`src/core/nms_pkg.sv`:
```
package nms_pkg;
	// microcode classes
	localparam logic [1:0] MC_OPCODE = 2'h0;
	localparam logic [1:0] MC_CALL = 2'h2;
	localparam logic [1:0] MC_GOBACK = 2'h3;
	localparam logic [2:0] MC_ADDR = 3'h2;
	localparam logic [2:0] MC_CTRL = 3'h3;
	// address sub-codes
	localparam logic [4:0] A_ZERO = 5'h00;
	localparam logic [4:0] A_ROW1 = 5'h01;
	localparam logic [4:0] A_COL1 = 5'h02;
	localparam logic [4:0] A_ROW2 = 5'h03;
	localparam logic [4:0] A_COL2 = 5'h04;
	localparam logic [4:0] A_FLIP1 = 5'h05;
	localparam logic [4:0] A_FLIP2 = 5'h06;
	localparam logic [4:0] A_SPARE = 5'h07;
	localparam logic [4:0] A_FIX1 = 5'h08;
	localparam logic [4:0] A_FIX2 = 5'h09;
	localparam logic [4:0] A_VAR1 = 5'h0a;
	localparam logic [4:0] A_VAR4 = 5'h0d;
	// control sub-codes
	localparam logic [4:0] C_WAIT1 = 5'h00;
	localparam logic [4:0] C_WAIT4 = 5'h03;
	localparam logic [4:0] C_WDATA = 5'h04;
	localparam logic [4:0] C_RDATA = 5'h05;
	localparam logic [4:0] C_BUSY = 5'h06;
	localparam logic [4:0] C_END = 5'h07;
	localparam logic [4:0] C_WSPARE = 5'h08;
	localparam logic [4:0] C_RSPARE = 5'h09;
	localparam logic [4:0] C_STAT1 = 5'h0a;
	localparam logic [4:0] C_STATN = 5'h0b;
	localparam logic [4:0] C_BLANKW = 5'h0c;
	localparam logic [4:0] C_BLANKR = 5'h0d;
	localparam logic [4:0] C_CEINC = 5'h0e;
	localparam logic [4:0] C_CEDEC = 5'h0f;
	localparam logic [4:0] C_RET = 5'h11;
	localparam logic [4:0] C_CHKRDY = 5'h12;
	localparam logic [4:0] C_LINK = 5'h13;
	// sizes and reset values
	localparam int SECTOR_BYTES = 512;
	localparam int FIFO_DEPTH = 16;
	localparam int FIFO_WIDTH = 8;
	localparam logic [7:0] PC_RST = 8'h00;
	localparam logic [2:0] CE_RST = 3'h0;
	localparam logic [7:0] OP_INDEX_EXAMPLE = 8'h08;
	localparam logic [7:0] OP_VALUE_EXAMPLE = 8'h10;
	localparam logic [15:0] STATUS_PASS_MASK = 16'h0001;
	localparam logic [7:0] FLIP_EXAMPLE = 8'h80;

	// flash-side action presented to the pin layer
	typedef enum logic [2:0] {
		NMS_ACT_IDLE,
		NMS_ACT_CMD,
		NMS_ACT_ADDR,
		NMS_ACT_WR,
		NMS_ACT_RD
	} nms_act_t;

	typedef struct packed {
		nms_act_t act;
		logic [7:0] data;
	} nms_flash_t;

	// command table entry written by firmware
	typedef struct packed {
		logic [31:0] row1;
		logic [31:0] row2;
		logic [4:0] sec_off1;
		logic [7:0] sec_off2;
		logic [2:0] row_cyc;
		logic [2:0] col_cyc;
		logic byte_mode;
		logic step_block;
		logic [15:0] sectors;
		logic [5:0] spare_len;
	} nms_cmd_t;

	typedef struct packed {
		logic [7:0] ecc_parity;
		logic [4:0] sec_per_page;
		logic [7:0] pages_per_block;
		logic [4:0] flip_bit;
		logic [31:0] var_addr;
		logic [31:0] wait_cyc;
	} nms_cfg_t;
endpackage : nms_pkg

```
`src/core/nms_sequencer.sv`:
```
// How it works
// - top bits 00 issue an opcode picked by the low six bits
// - opcode index maps through the table, index 8 gives 10 hex
// - zero-address state sends zeros for the column cycle count
// - first row address sent, advancing by page or block after each loop-back
// - first column is offset times sector-plus-parity, or both offsets in byte mode
// - third and later first-column uses in a flow send zero
// - second row state mirrors the first; second column is the low five bits of the second offset times sector-plus-parity
// - bit-flip states send a row address with the chosen bit inverted
// - spare column is sector-plus-parity times sectors per page plus offset
// - fixed row states send the starting rows with no loop increment
// - variable states send one byte each of the variable address word
// - wait states pause for the programmed timing count
// - data states move sector data then parity until page or counter end
// - busy state stalls until ready/busy goes high
// - end state finishes the command and drops chip select
// - spare states move the spare length plus one bytes until the counter runs out
// - single status reads once; multi status polls until ready; both report
// - blank states move a whole page using the compare pattern
// - chip select steps up or down by exactly one
// - check-ready polls ready without reporting a result
// - link ends a flow keeping chip select active; chains end with end
// - call codes jump to a subroutine named by the next byte; return resumes
// - loop-back goes back by its value while any bytes remain
module nms_sequencer (
	// clock and reset
	input wire logic MCLK_IN,
	input wire logic ARST_N_IN,
	// command start and microcode fetch
	input wire logic START_IN,
	input wire logic [7:0] FLOW_BASE_IN,
	output logic [7:0] FETCH_ADDR_OUT,
	output logic FETCH_PROG_OUT,
	input wire logic [7:0] FETCH_DATA_IN,
	input wire nms_pkg::nms_cmd_t CMD_IN,
	input wire nms_pkg::nms_cfg_t CFG_IN,
	input wire logic [63:0] PROG_OPCODES_IN,
	input wire logic [7:0] BLANK_PATTERN_IN,
	// data stream from firmware side
	input wire logic WDATA_VALID_IN,
	output logic WDATA_READY_OUT,
	input wire logic [7:0] WDATA_IN,
	// flash side
	output nms_pkg::nms_flash_t FLASH_OUT,
	input wire logic FLASH_READY_IN,
	input wire logic FLASH_STROBE_DONE_IN,
	input wire logic [7:0] FLASH_RDATA_IN,
	output logic FLASH_CE_N_OUT,
	output logic [2:0] FLASH_CE_SEL_OUT,
	// status
	output logic BUSY_OUT,
	output logic DONE_OUT,
	output logic LINKED_OUT,
	output logic STATUS_VALID_OUT,
	output logic STATUS_FAIL_OUT,
	output logic BLANK_FAIL_OUT,
	output logic [7:0] RDATA_OUT,
	output logic RDATA_VALID_OUT
);
	typedef enum logic [3:0] {
		S_IDLE, S_FETCH, S_DECODE, S_CALL, S_ADDR, S_WAIT, S_XFER, S_POLL, S_STAT
	} nms_state_t;

	typedef struct packed {
		nms_state_t st;
		logic [7:0] pc;
		logic [7:0] ret_pc;
		logic in_sub;
		logic prog;
		logic [7:0] code;
		logic [31:0] addr;
		logic [2:0] left;
		logic [31:0] cnt;
		logic [1:0] col1_uses;
		logic [31:0] row1;
		logic [31:0] row2;
		logic [31:0] remain;
		logic ce_n;
		logic [2:0] ce_sel;
		nms_pkg::nms_flash_t fl;
		logic done;
		logic linked;
		logic stat_v;
		logic stat_fail;
		logic blank_fail;
		logic [7:0] rdata;
		logic rdata_v;
	} nms_reg_t;

	nms_reg_t q;
	nms_reg_t d;
	logic [1:0] rst_sync_q;
	logic rst_n;
	logic [7:0] op_byte;
	logic fifo_valid;
	logic fifo_ready;
	logic [7:0] fifo_data;
	logic [31:0] unit;
	logic [31:0] page_bytes;
	logic wr_stream;

	// reset release through two flops
	always_ff @(posedge MCLK_IN or negedge ARST_N_IN) begin
		if (!ARST_N_IN) begin
			rst_sync_q <= 2'h0;
		end else begin
			rst_sync_q <= {rst_sync_q[0], 1'b1};
		end
	end
	assign rst_n = rst_sync_q[1];

	////////////////////////////////////////////////////////////////
	// helpers

	nms_opcode_rom u_rom (
		.index_in(q.code[5:0]),
		.prog_bytes_in(PROG_OPCODES_IN),
		.opcode_out(op_byte)
	);

	nms_fifo #(.WIDTH(nms_pkg::FIFO_WIDTH), .DEPTH(nms_pkg::FIFO_DEPTH)) u_fifo (
		.clk_in(MCLK_IN),
		.rst_n_in(rst_n),
		.in_valid_in(WDATA_VALID_IN),
		.in_ready_out(WDATA_READY_OUT),
		.in_data_in(WDATA_IN),
		.out_valid_out(fifo_valid),
		.out_ready_in(fifo_ready),
		.out_data_out(fifo_data)
	);

	// sector plus parity, and one page of it
	assign unit = 32'(nms_pkg::SECTOR_BYTES) + 32'(CFG_IN.ecc_parity);
	assign page_bytes = unit * 32'(CFG_IN.sec_per_page);

	// column for a sector offset
	function automatic logic [31:0] col_of(input logic [4:0] off, input logic [31:0] u);
		col_of = u * 32'(off);
	endfunction : col_of

	// write stream: a byte is popped as it is put on the bus, never after the last strobe
	assign wr_stream = q.st == S_XFER && (q.code[4:0] == nms_pkg::C_WDATA || q.code[4:0] == nms_pkg::C_WSPARE);
	assign fifo_ready = wr_stream && (q.fl.act == nms_pkg::NMS_ACT_IDLE || (FLASH_STROBE_DONE_IN && q.cnt > 32'h1));

	////////////////////////////////////////////////////////////////
	// next state
	always_comb begin
		d = q;
		d.done = 1'b0;
		d.stat_v = 1'b0;
		d.rdata_v = 1'b0;
		case (q.st)
			S_IDLE: begin
				d.fl.act = nms_pkg::NMS_ACT_IDLE;
				if (START_IN) begin
					d.pc = FLOW_BASE_IN;
					d.prog = 1'b0;
					d.in_sub = 1'b0;
					d.col1_uses = 2'h0;
					d.row1 = CMD_IN.row1;
					d.row2 = CMD_IN.row2;
					d.remain = 32'(CMD_IN.sectors) * unit;
					d.ce_n = 1'b0;
					d.linked = 1'b0;
					d.st = S_FETCH;
				end
			end
			S_FETCH: begin
				d.fl.act = nms_pkg::NMS_ACT_IDLE;
				d.code = FETCH_DATA_IN;
				d.st = S_DECODE;
			end
			S_DECODE: begin
				d.pc = q.pc + 8'h01;
				d.st = S_FETCH;
				if (q.code[7:6] == nms_pkg::MC_OPCODE) begin
					d.fl.act = nms_pkg::NMS_ACT_CMD;
					d.fl.data = op_byte;
				end else if (q.code[7:6] == nms_pkg::MC_GOBACK) begin
					if (q.remain != 32'h0) begin
						d.pc = q.pc - 8'(q.code[5:0]);
						d.row1 = q.row1 + (CMD_IN.step_block ? 32'(CFG_IN.pages_per_block) : 32'h1);
						d.row2 = q.row2 + (CMD_IN.step_block ? 32'(CFG_IN.pages_per_block) : 32'h1);
					end
				end else if (q.code[7:6] == nms_pkg::MC_CALL) begin
					d.ret_pc = q.pc + 8'h02;
					d.prog = q.code[5];
					d.pc = q.pc + 8'h01;
					d.st = S_CALL;
				end else if (q.code[7:5] == nms_pkg::MC_ADDR && q.code[4:0] <= nms_pkg::A_VAR4) begin
					d.st = S_ADDR;
					d.left = CMD_IN.row_cyc;
					case (q.code[4:0])
						nms_pkg::A_ZERO: begin
							d.addr = 32'h0;
							d.left = CMD_IN.col_cyc;
						end
						nms_pkg::A_ROW1: d.addr = q.row1;
						nms_pkg::A_COL1: begin
							d.left = CMD_IN.col_cyc;
							d.col1_uses = (q.col1_uses == 2'h3) ? 2'h3 : q.col1_uses + 2'h1;
							if (q.col1_uses >= 2'h2) begin
								d.addr = 32'h0;
							end else if (CMD_IN.byte_mode) begin
								d.addr = {16'h0, CMD_IN.sec_off2, 3'h0, CMD_IN.sec_off1};
							end else begin
								d.addr = col_of(CMD_IN.sec_off1, unit);
							end
						end
						nms_pkg::A_ROW2: d.addr = q.row2;
						nms_pkg::A_COL2: begin
							d.left = CMD_IN.col_cyc;
							d.addr = col_of(CMD_IN.sec_off2[4:0], unit);
						end
						nms_pkg::A_FLIP1: d.addr = q.row1 ^ (32'h1 << CFG_IN.flip_bit);
						nms_pkg::A_FLIP2: d.addr = q.row2 ^ (32'h1 << CFG_IN.flip_bit);
						nms_pkg::A_SPARE: begin
							d.left = CMD_IN.col_cyc;
							d.addr = page_bytes + 32'(CMD_IN.sec_off1);
						end
						nms_pkg::A_FIX1: d.addr = CMD_IN.row1;
						nms_pkg::A_FIX2: d.addr = CMD_IN.row2;
						default: begin
							d.left = 3'h1;
							d.addr = CFG_IN.var_addr >> {q.code[1:0] - 2'h2, 3'h0};
						end
					endcase
				end else if (q.code[7:5] == nms_pkg::MC_CTRL) begin
					case (q.code[4:0])
						nms_pkg::C_WAIT1, 5'h01, 5'h02, nms_pkg::C_WAIT4: begin
							d.cnt = CFG_IN.wait_cyc;
							d.st = S_WAIT;
						end
						nms_pkg::C_WDATA, nms_pkg::C_RDATA: begin
							d.cnt = (q.remain < page_bytes) ? q.remain : page_bytes;
							d.st = S_XFER;
							d.fl.act = q.code[0] ? nms_pkg::NMS_ACT_RD : nms_pkg::NMS_ACT_IDLE; // writes load first
						end
						nms_pkg::C_WSPARE, nms_pkg::C_RSPARE: begin
							d.cnt = 32'(CMD_IN.spare_len) + 32'h1;
							d.st = S_XFER;
							d.fl.act = q.code[0] ? nms_pkg::NMS_ACT_RD : nms_pkg::NMS_ACT_IDLE;
						end
						nms_pkg::C_BLANKW, nms_pkg::C_BLANKR: begin
							d.cnt = page_bytes;
							d.st = S_XFER;
							d.fl.act = q.code[0] ? nms_pkg::NMS_ACT_RD : nms_pkg::NMS_ACT_WR;
							d.fl.data = BLANK_PATTERN_IN;
						end
						nms_pkg::C_BUSY, nms_pkg::C_CHKRDY, nms_pkg::C_STATN: d.st = S_POLL;
						nms_pkg::C_STAT1: begin
							d.fl.act = nms_pkg::NMS_ACT_RD;
							d.st = S_STAT;
						end
						nms_pkg::C_END: begin
							d.ce_n = 1'b1;
							d.done = 1'b1;
							d.st = S_IDLE;
						end
						nms_pkg::C_LINK: begin
							d.linked = 1'b1;
							d.done = 1'b1;
							d.st = S_IDLE;
						end
						nms_pkg::C_CEINC: d.ce_sel = q.ce_sel + 3'h1;
						nms_pkg::C_CEDEC: d.ce_sel = q.ce_sel - 3'h1;
						nms_pkg::C_RET: begin
							if (q.in_sub) begin
								d.pc = q.ret_pc;
								d.prog = 1'b0;
								d.in_sub = 1'b0;
							end
						end
						default: d.fl.act = nms_pkg::NMS_ACT_IDLE;
					endcase
				end else begin
					d.fl.act = nms_pkg::NMS_ACT_IDLE;
				end
			end
			S_CALL: begin
				d.pc = FETCH_DATA_IN;
				d.in_sub = 1'b1;
				d.st = S_FETCH;
			end
			S_ADDR: begin
				d.fl.act = nms_pkg::NMS_ACT_ADDR;
				d.fl.data = q.addr[7:0];
				d.addr = q.addr >> 8;
				d.left = q.left - 3'h1;
				if (q.left <= 3'h1) begin
					d.st = S_FETCH;
				end
			end
			S_WAIT: begin
				d.fl.act = nms_pkg::NMS_ACT_IDLE;
				d.cnt = q.cnt - 32'h1;
				if (q.cnt <= 32'h1) begin
					d.st = S_FETCH;
				end
			end
			S_XFER: begin
				if (wr_stream) begin
					if (q.fl.act == nms_pkg::NMS_ACT_IDLE) begin
						if (fifo_valid) begin
							d.fl.act = nms_pkg::NMS_ACT_WR;
							d.fl.data = fifo_data;
						end
					end else if (FLASH_STROBE_DONE_IN) begin
						d.cnt = q.cnt - 32'h1;
						if (q.code[4:0] == nms_pkg::C_WDATA) begin
							d.remain = (q.remain == 32'h0) ? 32'h0 : q.remain - 32'h1;
						end
						if (q.cnt <= 32'h1) begin
							d.st = S_FETCH;
							d.fl.act = nms_pkg::NMS_ACT_IDLE;
						end else if (fifo_valid) begin
							d.fl.data = fifo_data;
						end else begin
							d.fl.act = nms_pkg::NMS_ACT_IDLE;
						end
					end
				end else if (FLASH_STROBE_DONE_IN) begin
					if (q.fl.act == nms_pkg::NMS_ACT_RD) begin
						d.rdata = FLASH_RDATA_IN;
						d.rdata_v = 1'b1;
						if (q.code[4:0] == nms_pkg::C_BLANKR && FLASH_RDATA_IN != BLANK_PATTERN_IN) begin
							d.blank_fail = 1'b1;
						end
					end
					d.cnt = q.cnt - 32'h1;
					if (q.code[4:0] == nms_pkg::C_WDATA || q.code[4:0] == nms_pkg::C_RDATA) begin
						d.remain = (q.remain == 32'h0) ? 32'h0 : q.remain - 32'h1;
					end
					if (q.cnt <= 32'h1) begin
						d.st = S_FETCH;
						d.fl.act = nms_pkg::NMS_ACT_IDLE;
					end
				end
			end
			S_POLL: begin
				d.fl.act = nms_pkg::NMS_ACT_IDLE;
				if (FLASH_READY_IN) begin
					d.st = S_FETCH;
					if (q.code[4:0] == nms_pkg::C_STATN) begin
						d.fl.act = nms_pkg::NMS_ACT_RD;
						d.st = S_STAT;
					end
				end
			end
			S_STAT: begin
				if (FLASH_STROBE_DONE_IN) begin
					d.fl.act = nms_pkg::NMS_ACT_IDLE;
					d.stat_v = 1'b1;
					d.stat_fail = |(FLASH_RDATA_IN & nms_pkg::STATUS_PASS_MASK[7:0]);
					d.st = S_FETCH;
				end
			end
			default: d.st = S_IDLE;
		endcase
	end

	// state register
	always_ff @(posedge MCLK_IN or negedge rst_n) begin
		if (!rst_n) begin
			q <= '0;
			q.pc <= nms_pkg::PC_RST;
			q.ce_n <= 1'b1;
			q.ce_sel <= nms_pkg::CE_RST;
			q.st <= S_IDLE;
		end else begin
			q <= d;
		end
	end

	////////////////////////////////////////////////////////////////
	// outputs
	assign FETCH_ADDR_OUT = q.pc;
	assign FETCH_PROG_OUT = q.prog;
	assign FLASH_OUT = q.fl;
	assign FLASH_CE_N_OUT = q.ce_n;
	assign FLASH_CE_SEL_OUT = q.ce_sel;
	assign BUSY_OUT = q.st != S_IDLE;
	assign DONE_OUT = q.done;
	assign LINKED_OUT = q.linked;
	assign STATUS_VALID_OUT = q.stat_v;
	assign STATUS_FAIL_OUT = q.stat_fail;
	assign BLANK_FAIL_OUT = q.blank_fail;
	assign RDATA_OUT = q.rdata;
	assign RDATA_VALID_OUT = q.rdata_v;

	////////////////////////////////////////////////////////////////
	// checks
	chk_opcode_issue: assert property (@(posedge MCLK_IN) disable iff (!rst_n)
		q.st == S_DECODE && q.code[7:6] == 2'h0 |=> FLASH_OUT.act == nms_pkg::NMS_ACT_CMD)
		else $error("opcode not issued");
	chk_opcode_map: assert property (@(posedge MCLK_IN) disable iff (!rst_n)
		q.st == S_DECODE && q.code == nms_pkg::OP_INDEX_EXAMPLE |=> FLASH_OUT.data == nms_pkg::OP_VALUE_EXAMPLE)
		else $error("opcode index 8 wrong");
	chk_zero_addr: assert property (@(posedge MCLK_IN) disable iff (!rst_n)
		q.st == S_DECODE && q.code == 8'h40 && CMD_IN.col_cyc != 3'h0 |=> ##1 FLASH_OUT.data == 8'h00)
		else $error("zero address not zero");
	chk_col1_zero: assert property (@(posedge MCLK_IN) disable iff (!rst_n)
		q.st == S_DECODE && q.code == 8'h42 && q.col1_uses >= 2'h2 |=> q.addr == 32'h0)
		else $error("late column not zero");
	chk_wait_len: assert property (@(posedge MCLK_IN) disable iff (!rst_n)
		q.st == S_DECODE && q.code == 8'h60 && CFG_IN.wait_cyc == 32'h4 |=> q.st == S_WAIT [*4] ##1 q.st == S_FETCH)
		else $error("wait length wrong");
	chk_busy_stall: assert property (@(posedge MCLK_IN) disable iff (!rst_n)
		q.st == S_POLL && !FLASH_READY_IN |=> q.st == S_POLL)
		else $error("busy did not stall");
	chk_end_ce: assert property (@(posedge MCLK_IN) disable iff (!rst_n)
		q.st == S_DECODE && q.code == 8'h67 |=> FLASH_CE_N_OUT && DONE_OUT && !BUSY_OUT)
		else $error("end did not release");
	chk_ce_step: assert property (@(posedge MCLK_IN) disable iff (!rst_n)
		q.st == S_DECODE && q.code == 8'h6e |=> FLASH_CE_SEL_OUT == $past(FLASH_CE_SEL_OUT) + 3'h1)
		else $error("ce step wrong");
	chk_link_ce: assert property (@(posedge MCLK_IN) disable iff (!rst_n)
		q.st == S_DECODE && q.code == 8'h73 |=> !FLASH_CE_N_OUT && LINKED_OUT)
		else $error("link dropped ce");
	chk_goback_pc: assert property (@(posedge MCLK_IN) disable iff (!rst_n)
		q.st == S_DECODE && q.code[7:6] == 2'h3 && q.remain != 32'h0
		|=> FETCH_ADDR_OUT == $past(q.pc) - 8'($past(q.code[5:0])))
		else $error("goback target wrong");
endmodule : nms_sequencer

```
`src/core/nms_opcode_rom.sv`:
```
module nms_opcode_rom (
	// index in, opcode out
	input wire logic [5:0] index_in,
	input wire logic [63:0] prog_bytes_in,
	output logic [7:0] opcode_out
);
	logic [7:0] rom [0:54];

	// fixed opcode table
	assign rom = '{8'h00, 8'h01, 8'h02, 8'h03, 8'h05, 8'h06, 8'h09, 8'h0d, 8'h10, 8'h11, 8'h15, 8'h1a,
		8'h30, 8'h31, 8'h32, 8'h35, 8'h3a, 8'h3c, 8'h3f, 8'h50, 8'h55, 8'h5c, 8'h5d, 8'h60,
		8'h69, 8'h70, 8'h71, 8'h78, 8'h7b, 8'h80, 8'h81, 8'h85, 8'h8a, 8'h8b, 8'h8c, 8'h90,
		8'ha2, 8'hc0, 8'hc5, 8'hd0, 8'hd1, 8'hda, 8'hdf, 8'he0, 8'he1, 8'he2, 8'hec, 8'hed,
		8'hee, 8'hef, 8'hf1, 8'hf2, 8'hfa, 8'hfc, 8'hff};

	// programmable slots follow the fixed ones
	always_comb begin
		if (index_in < 6'd55) begin
			opcode_out = rom[index_in];
		end else if (index_in == 6'd63) begin
			opcode_out = 8'h00;
		end else begin
			opcode_out = prog_bytes_in[(index_in - 6'd55) * 8 +: 8];
		end
	end
endmodule : nms_opcode_rom

```
`src/core/nms_fifo.sv`:
```
module nms_fifo #(
	parameter int WIDTH = 8,
	parameter int DEPTH = 16
) (
	// clock and reset
	input wire logic clk_in,
	input wire logic rst_n_in,
	// fill side
	input wire logic in_valid_in,
	output logic in_ready_out,
	input wire logic [WIDTH-1:0] in_data_in,
	// drain side
	output logic out_valid_out,
	input wire logic out_ready_in,
	output logic [WIDTH-1:0] out_data_out
);
	localparam int AW = $clog2(DEPTH);
	logic [WIDTH-1:0] mem [DEPTH];
	logic [AW:0] wr_q;
	logic [AW:0] rd_q;
	logic push;
	logic pop;

	// honest full and empty
	assign in_ready_out = (wr_q - rd_q) != (AW + 1)'(DEPTH);
	assign out_valid_out = wr_q != rd_q;
	assign out_data_out = mem[rd_q[AW-1:0]];
	assign push = in_valid_in && in_ready_out;
	assign pop = out_valid_out && out_ready_in;

	// pointers
	always_ff @(posedge clk_in or negedge rst_n_in) begin
		if (!rst_n_in) begin
			wr_q <= '0;
			rd_q <= '0;
		end else begin
			wr_q <= wr_q + (AW + 1)'(push);
			rd_q <= rd_q + (AW + 1)'(pop);
		end
	end

	// storage
	always_ff @(posedge clk_in) begin
		if (push) begin
			mem[wr_q[AW-1:0]] <= in_data_in;
		end
	end
endmodule : nms_fifo

```
`config.mk`:
```
export PLATFORM = sky130hd
export DESIGN_NAME = nms_sequencer
export DESIGN_NICKNAME = d
export VERILOG_FILES = /design/src/core/nms_pkg.sv /design/src/core/nms_sequencer.sv /design/src/core/nms_opcode_rom.sv /design/src/core/nms_fifo.sv
export SDC_FILE = /design/constraint.sdc
export NUM_CORES = 2
export LEC_CHECK = 0
export BUFFER_PORTS_ARGS = -buffer_cell sky130_fd_sc_hd__buf_2
export CORE_ASPECT_RATIO = 0.9
export CORE_MARGIN = 10
export CORE_UTILIZATION = 40
export DETAILED_ROUTE_END_ITERATION = 16
export GPL_ROUTABILITY_DRIVEN = 0
export SLEW_MARGIN = 10
export SYNTH_ARGS = -nofsm -noshare
export SYNTH_HDL_FRONTEND = slang
export SYNTH_HIERARCHICAL = 1
export SYNTH_SLANG_ARGS = --single-unit
```
`constraint.sdc`:
```
create_clock -name MCLK_IN -period 8.7 [get_ports MCLK_IN]
set_input_delay 0.87 -clock MCLK_IN [delete_from_list [all_inputs] [get_ports MCLK_IN]]
set_output_delay 0.87 -clock MCLK_IN [all_outputs]
set_load 0.05 [all_outputs]
```
Yosys cells after proc, flatten, opt, wreduce, memory -nomap -nowiden. Memory sizes are Yosys's and may differ from the RTL's. Index checks and enable logic that the tools add are counted. Widths: inputs -> output; s select.

Bits in read-only memories: 512. RAM bits: 128. Memories: 2. Bits of input ports: 307. Register bits: 236.

Multipliers: 4. $add $sub $neg: 19. Equal/unequal tests: 74. $lt $le $gt $ge: 8. Multiplexer cells: 115. Bitwise logic cells: 8. Shift operators: 3. Reductions and logical operators: 55.

Memories: (name not given) (depth 64, width 8, rd ports 1, clocked after memory_dff 0, write ports 0, line nms_opcode_rom.sv:19) `opcode_out = rom[index_in];`; u_fifo.mem (depth 16, width 8, rd ports 1, clocked after memory_dff 0, write ports 1, line nms_fifo.sv:18) `logic [WIDTH-1:0] mem [DEPTH];`.

Operator list (number): $mux 32 (14); $pmux 32 s10 (1); $mux 69 (2); $mux 133 (1); $pmux 66 s2 (1); $mux 64 (2); $pmux 32 s4 (1); $mux 8 (15); $mux 99 (1); $pmux 32 s3 (1); $pmux 35 s2 (1); $pmux 32 s2 (1); $shiftx 64x33->8 (1); $sub 32x1->32 const B (2); $xor 32x32->32 (2); $mux 17 (3); $mul 11x5->16 (3); $mux 4 (12); $pmux 8 s3 (2); $mux 11 (4); $eq 5x4->1 const B (8); $reduce_and 8->1 (5); $mux 12 (3); $pmux 4 s9 (1); 86 further kinds (199).

Logic depth before layout (Yosys ltp).
Depth after elaboration: 11. Depth in mapped cells: 27.

Modules after synthesis. The synthesis kept the hierarchy.

Modules (own cells, without submodules): nms_sequencer (area each 27635.3 µm², times used 1, cells an instance 3480, sequential area each 5656.7 µm²); nms_fifo (area each 5646.7 µm², times used 1, cells an instance 311, sequential area each 4093.9 µm²); nms_opcode_rom (area each 1368.8 µm², times used 1, cells an instance 146, sequential area each 0.0 µm²).

Worst setup path after synthesis. Ideal clock, no wire load.

Path type: input port to flip-flop. Start point: in CFG_IN[82] (netlist name). End point: reg q[135] (netlist name). Setup time: 0.131 ns. Stages: 25. Buffers on the path: 4. Path slack: 2.125 ns. Arrival: 6.444 ns. Path through: clkbuf_1 -> clkbuf_1 -> nand2_1 -> fa_1 -> fa_1 -> fa_1 -> inv_1 -> ha_1 -> nor2b_1 -> o31ai_1 -> a211oi_1 -> o31a_1 -> or4_1 -> nand3_1 -> inv_1 -> ha_1 -> nand2_1 -> a2111o_1 -> o22ai_1 -> o211ai_1 -> and2_1 -> buf_2 -> buf_2 -> a311oi_1 -> a21oi_1.

Word-level cells in the longest chain between the ends: 11.

Ends and longest elaborated chain: start, declared (line nms_sequencer.sv:36) `input wire nms_pkg::nms_cfg_t CFG_IN,`; $add 10x8->11 (*) (line nms_sequencer.sv:133) `assign unit = 32'(nms_pkg::SECTOR_BYTES) + 32'(CFG_IN.ecc_parity);`; $mul 11x5->16 (*) (line nms_sequencer.sv:134) `assign page_bytes = unit * 32'(CFG_IN.sec_per_page);`; $lt 32x16->1 (line nms_sequencer.sv:235) `d.cnt = (q.remain < page_bytes) ? q.remain : page_bytes;`; $mux 32 (line nms_sequencer.sv:235); $pmux 32 s4 (*) (line nms_sequencer.sv:229) `case (q.code[4:0])`; $mux 32 (*) (line nms_sequencer.sv:228) `end else if (q.code[7:5] == nms_pkg::MC_CTRL) begin`; $mux 32 (*) (line nms_sequencer.sv:190) `end else if (q.code[7:5] == nms_pkg::MC_ADDR && q.code[4:0] <= nms_pkg::A_VAR4) begin`; $mux 69 (*) (line nms_sequencer.sv:185) `end else if (q.code[7:6] == nms_pkg::MC_CALL) begin`; $mux 69 (*) (line nms_sequencer.sv:179) `end else if (q.code[7:6] == nms_pkg::MC_GOBACK) begin`; $mux 133 (*) (line nms_sequencer.sv:176) `if (q.code[7:6] == nms_pkg::MC_OPCODE) begin`; $pmux 32 s3 (*) (line nms_sequencer.sv:152) `case (q.st)`; end, declared (line nms_sequencer.sv:90) `nms_reg_t q;`.

Mark *: on every way between the ends. The rest lies on a longest branch, timed or not. The select of a mux whose other input is x is not followed. A chain may end at the register's enable or synchronous reset.

Worst setup path in the final report.
Start point: in CFG_IN[83] (netlist name). End point: reg q[128] (netlist name).

Same word-level chain as after synthesis.

==> flow_metrics.py <==
metrics = {
    "run_status": {
        "run_status": "complete, no violations",
    },
    "cells_and_area": {
        "area.growth.synth_to_final_pct": 11.8,
        "final-seq-area_mm2": 0.00976,
        "drive_above_1_share_pct": 14.5,
        "multi_input_area_mm2": 0.0226,
        "mostFrequentLayoutCells": "nand2_1 (393), buf_2 (346), inv_1 (284), a21oi_1 (270), o21ai_0 (258)",
        "filler_cell_count": 8486,
        "layout.nets": 4803,
        "final_common_cell": "nand2_1",
    },
    "sta": {
        "normalized_max_slew_margin_pct": 21.7,
        "fin_setup_tns_ns": 0,
        "finalSetupViolCount": 0,
        "achievable-frequency_mhz": 149,
        "postLayoutSetupSlackWorst_ns": 1.97,
        "slew_violations": 0,
        "fin_crit_share_pct": 77.3,
        "worst_slew_pin_slew_ns": 1.17,
        "timing.final.hold_violations": 0,
        "grt_setup_unrepaired": "false",
        "fin_crit_ns": 6.73,
        "fin_skew_ns": 0.0431,
    },
    "global_route": {
        "pin_count_of_the_biggest_net_entering_global_routing": 137,
        "grt_first_pass_wirelength_um": 188000,
        "grt_usage_pct": 24.1,
        "global_route.overflow_total": 0,
        "first_global_vias": 29700,
        "grt_antenna_before_repair": 11,
    },
    "power_and_ir_drop": {
        "ir_drop_mv": 0.173,
        "leakage_nw": 16.7,
        "areal_power_density_over_the_cells_mw_per_mm2": 320,
    },
    "setup_path": {
        "setup.reg_to_reg.worst_slack_ns": 4.36,
        "startpoint_type": "primary input",
        "timing.critical_path.slowest_cell_delay_ns": 0.66,
        "crit_start": "CFG_IN[83]",
        "r2r-start": "q[194]$_DFFE_PN0P_",
        "critical-path-top-cell-by-count": "fa_1",
        "timing.critical_path.to_type": "register",
        "timing.critical_path.cells": "buf_2 -> nand2_1 -> fa_1 -> fa_1 -> fa_1 -> inv_1 -> ha_1 -> nor2b_1 -> o21a_1 -> nor2_1 -> xnor2_1 -> inv_1 -> ha_1 -> a21o_1 -> a211oi_1 -> a21oi_1 -> a311o_1 -> maj3_1 -> o211ai_1 -> and2_1 -> a21oi_1 -> o41ai_1",
        "slowest_stage": "and2_1",
        "crit_arrival_ns": 7.23,
        "crit_type": "in2reg",
        "critical_path.reg2reg.endpoint": "q[173]$_DFFE_PN0P_",
        "critPathTopFamily": "adder cells",
        "crit_path_max_fanout": 31,
        "r2r_cells": 9,
        "cp.required_ns": 9.21,
        "critical_path.n_buffers_inverters": 3,
    },
    "cts": {
        "worstSkewPairLatency_ns": 0.64,
        "tritoncts": "yes",
        "clock_path_buffers": 3,
        "ctsHtreeMaxLevel": 2,
        "cts.clk_slew.worst_paths_ns": 0.06,
        "clock-sinks": 364,
        "cts_root_buffer": "clkbuf_16",
        "count_of_hold_buffers_inserted_by_post_cts_repair": 1,
        "cts.repair_timing.setup_buffer_count": 0,
        "post_cts_resize_count": 0,
        "cts-buffers-inserted": 45,
    },
    "floorplan": {
        "die-width_um": 330,
        "fp-row-count": 102,
        "fp.coreArea_mm2": 0.0860,
        "initial_core_util_pct": 40.3,
        "die_h_um": 299,
        "io-pin-count": 347,
        "design.die.area_mm2": 0.0988,
    },
    "routing": {
        "vias_per_cell": 5.95,
        "drt_wl_total_um": 124000,
        "routedWlPerCell_um": 23.3,
        "remaining_drc_errors": 0,
        "dr_total_vias": 31500,
        "final_antenna_net_count": 0,
        "dr.pass1.iters": 9,
        "iteration_0_drc_count_of_the_detailed_router": 3446,
    },
    "synth": {
        "synth_area_mm2": 0.0347,
        "number_of_synthesized_flops_with_an_enable_pin": 128,
        "seq_area_frac_synth_pct": 28.1,
        "postSynthCellCount": 3937,
        "yosys_most_used_dff": "dfrtp_1",
        "ys_ff_latch": 364,
        "synthesis.nets": 4623,
        "syn_avg_cell_area_um2": 8.80,
        "synth.yosys.warnings": 6,
        "yosys.cell_types.count": 112,
        "asyncSetResetFlopFracSynth_pct": 64.8,
    },
    "hold_path": {
        "worst_hold_path_class": "reg2reg",
        "hold_path.startpoint": "rst_sync_q[0]$_DFF_PN0_",
        "hold-path-cell-count": 0,
        "hold_end": "rst_sync_q[1]$_DFF_PN0_",
    },
    "placement": {
        "dp_hpwl_um": 93700,
        "dp_slack_ns": 1.37,
        "buffer_ports.inserted": 346,
    },
    "job": {
        "maxCapViolCount": 0,
    },
}
## cells in the mapped netlist, drive strengths merged, types with 30 or more instances
cell type / instances / area share [%]
a211oi: 45 / 0.99
a21o: 30 / 0.65
a21oi: 272 / 3.9
a221oi: 39 / 0.99
a22oi: 43 / 0.97
a31oi: 55 / 0.99
and2: 156 / 2.8
and3: 43 / 0.78
buf: 84 / 1.6
clkbuf: 191 / 2.1
dfrtp: 235 / 17
edfxtp: 128 / 11
fa: 159 / 9.2
ha: 220 / 7.9
inv: 289 / 3.1
mux2i: 114 / 3.3
mux4: 34 / 2.3
nand2: 394 / 4.3
nand2b: 40 / 0.72
nand3: 89 / 1.3
nor2: 215 / 2.3
nor2b: 41 / 0.76
nor3: 116 / 1.7
nor4: 37 / 0.70
o211ai: 49 / 1.1
o21ai: 269 / 3.9
xnor2: 85 / 2.1
xor2: 51 / 1.3
## per-layer routing
| metal | global-route usage [%] | part of all wire (%) | up-vias |
|---|---|---|---|
| li1 | - | - | 14600 |
| met1 | 36.1 | 46 | 15400 |
| met2 | 34.4 | 42 | 1455 |
| met3 | 6.37 | 11 | 144 |
| met4 | 4.43 | 1.6 | 12 |
| met5 | 0 | 0.074 | - |
## how the worst max path moves through the flow
stage	endpoint	slack, ns	depth (start not counted)
3_5_place_dp	q[128]$_DFFE_PN0P_	1.37	22
2_1_floorplan	BLANK_FAIL_OUT$_DFFE_PN0P_	1.64	0
6_report	q[128]$_DFFE_PN0P_	1.97	22
5_1_grt	q[128]$_DFFE_PN0P_	1.48	22
3_3_place_gp	q[140]$_DFFE_PN0P_	1.50	22
4_1_cts	q[128]$_DFFE_PN0P_	1.99	22
## flip-flops by register name (all words and copies together), names as in the netlist
name,count
BLANK_FAIL_OUT,1
DONE_OUT,1
FETCH_ADDR_OUT,8
FETCH_PROG_OUT,1
FLASH_CE_N_OUT,1
FLASH_CE_SEL_OUT,3
FLASH_OUT,11
LINKED_OUT,1
RDATA_OUT,8
RDATA_VALID_OUT,1
STATUS_FAIL_OUT,1
STATUS_VALID_OUT,1
q,186
rst_sync_q,2
u_fifo/mem,128
u_fifo/rd_q,5
u_fifo/wr_q,5
## power by group
group	total [mW]	leakage (nW)	switching, mW	internal [mW]
Sequential	3.11	4.02	0.807	2.30
Combinational	7.23	12.0	4.49	2.75
Clock	2.06	0.757	0.844	1.21
Total	12.4	16.7	6.14	6.26
## cell type report
type                            instances  share of cell area (%)
Inverter                              292                    2.83
Multi-Input combinational cell       3006                    58.4
Antenna cell                            5                  0.0323
Sequential cell                       364                    25.2
Timing Repair Buffer                  408                    5.71
Clock buffer                           57                    3.15
Tap cell                             1144                    3.70
Clock inverter                         25                   0.940
## per-stage QoR
| step | utilization [%] | area [um^2] | total power, mW | hold slack (ns) | cells |
|---|---|---|---|---|---|
| finish | 45.0 | 38700 | 12.4 | 0.351 | 5301 |
| global route | 45.0 | 38700 | 13.3 | 0.352 | 5298 |
| CTS | 45.0 | 38700 | 12.3 | 0.352 | 5296 |
| detailed placement | 43.2 | 37100 | 10.2 | 0.337 | 5213 |
| global placement | 43.2 | 37100 | 10.1 | 0.334 | 5213 |
| floorplan | - | 34700 | 8.08 | 0.331 | 3937 |
## cells by family after synthesis
group / count (synthesis) / synth area share [%]
xor gates and xnor gates: 136 / 3.44
DFF: 364 / 28.1
AOI/OAI and AO/OA: 1081 / 20.5
buffers and inverters: 567 / 6.84
other: 1 / 0.0108
muxes: 175 / 6.42
adders and majority gates: 380 / 17.2
and+or+nand+nor: 1233 / 17.5
(Power assumes the default switching activity.)
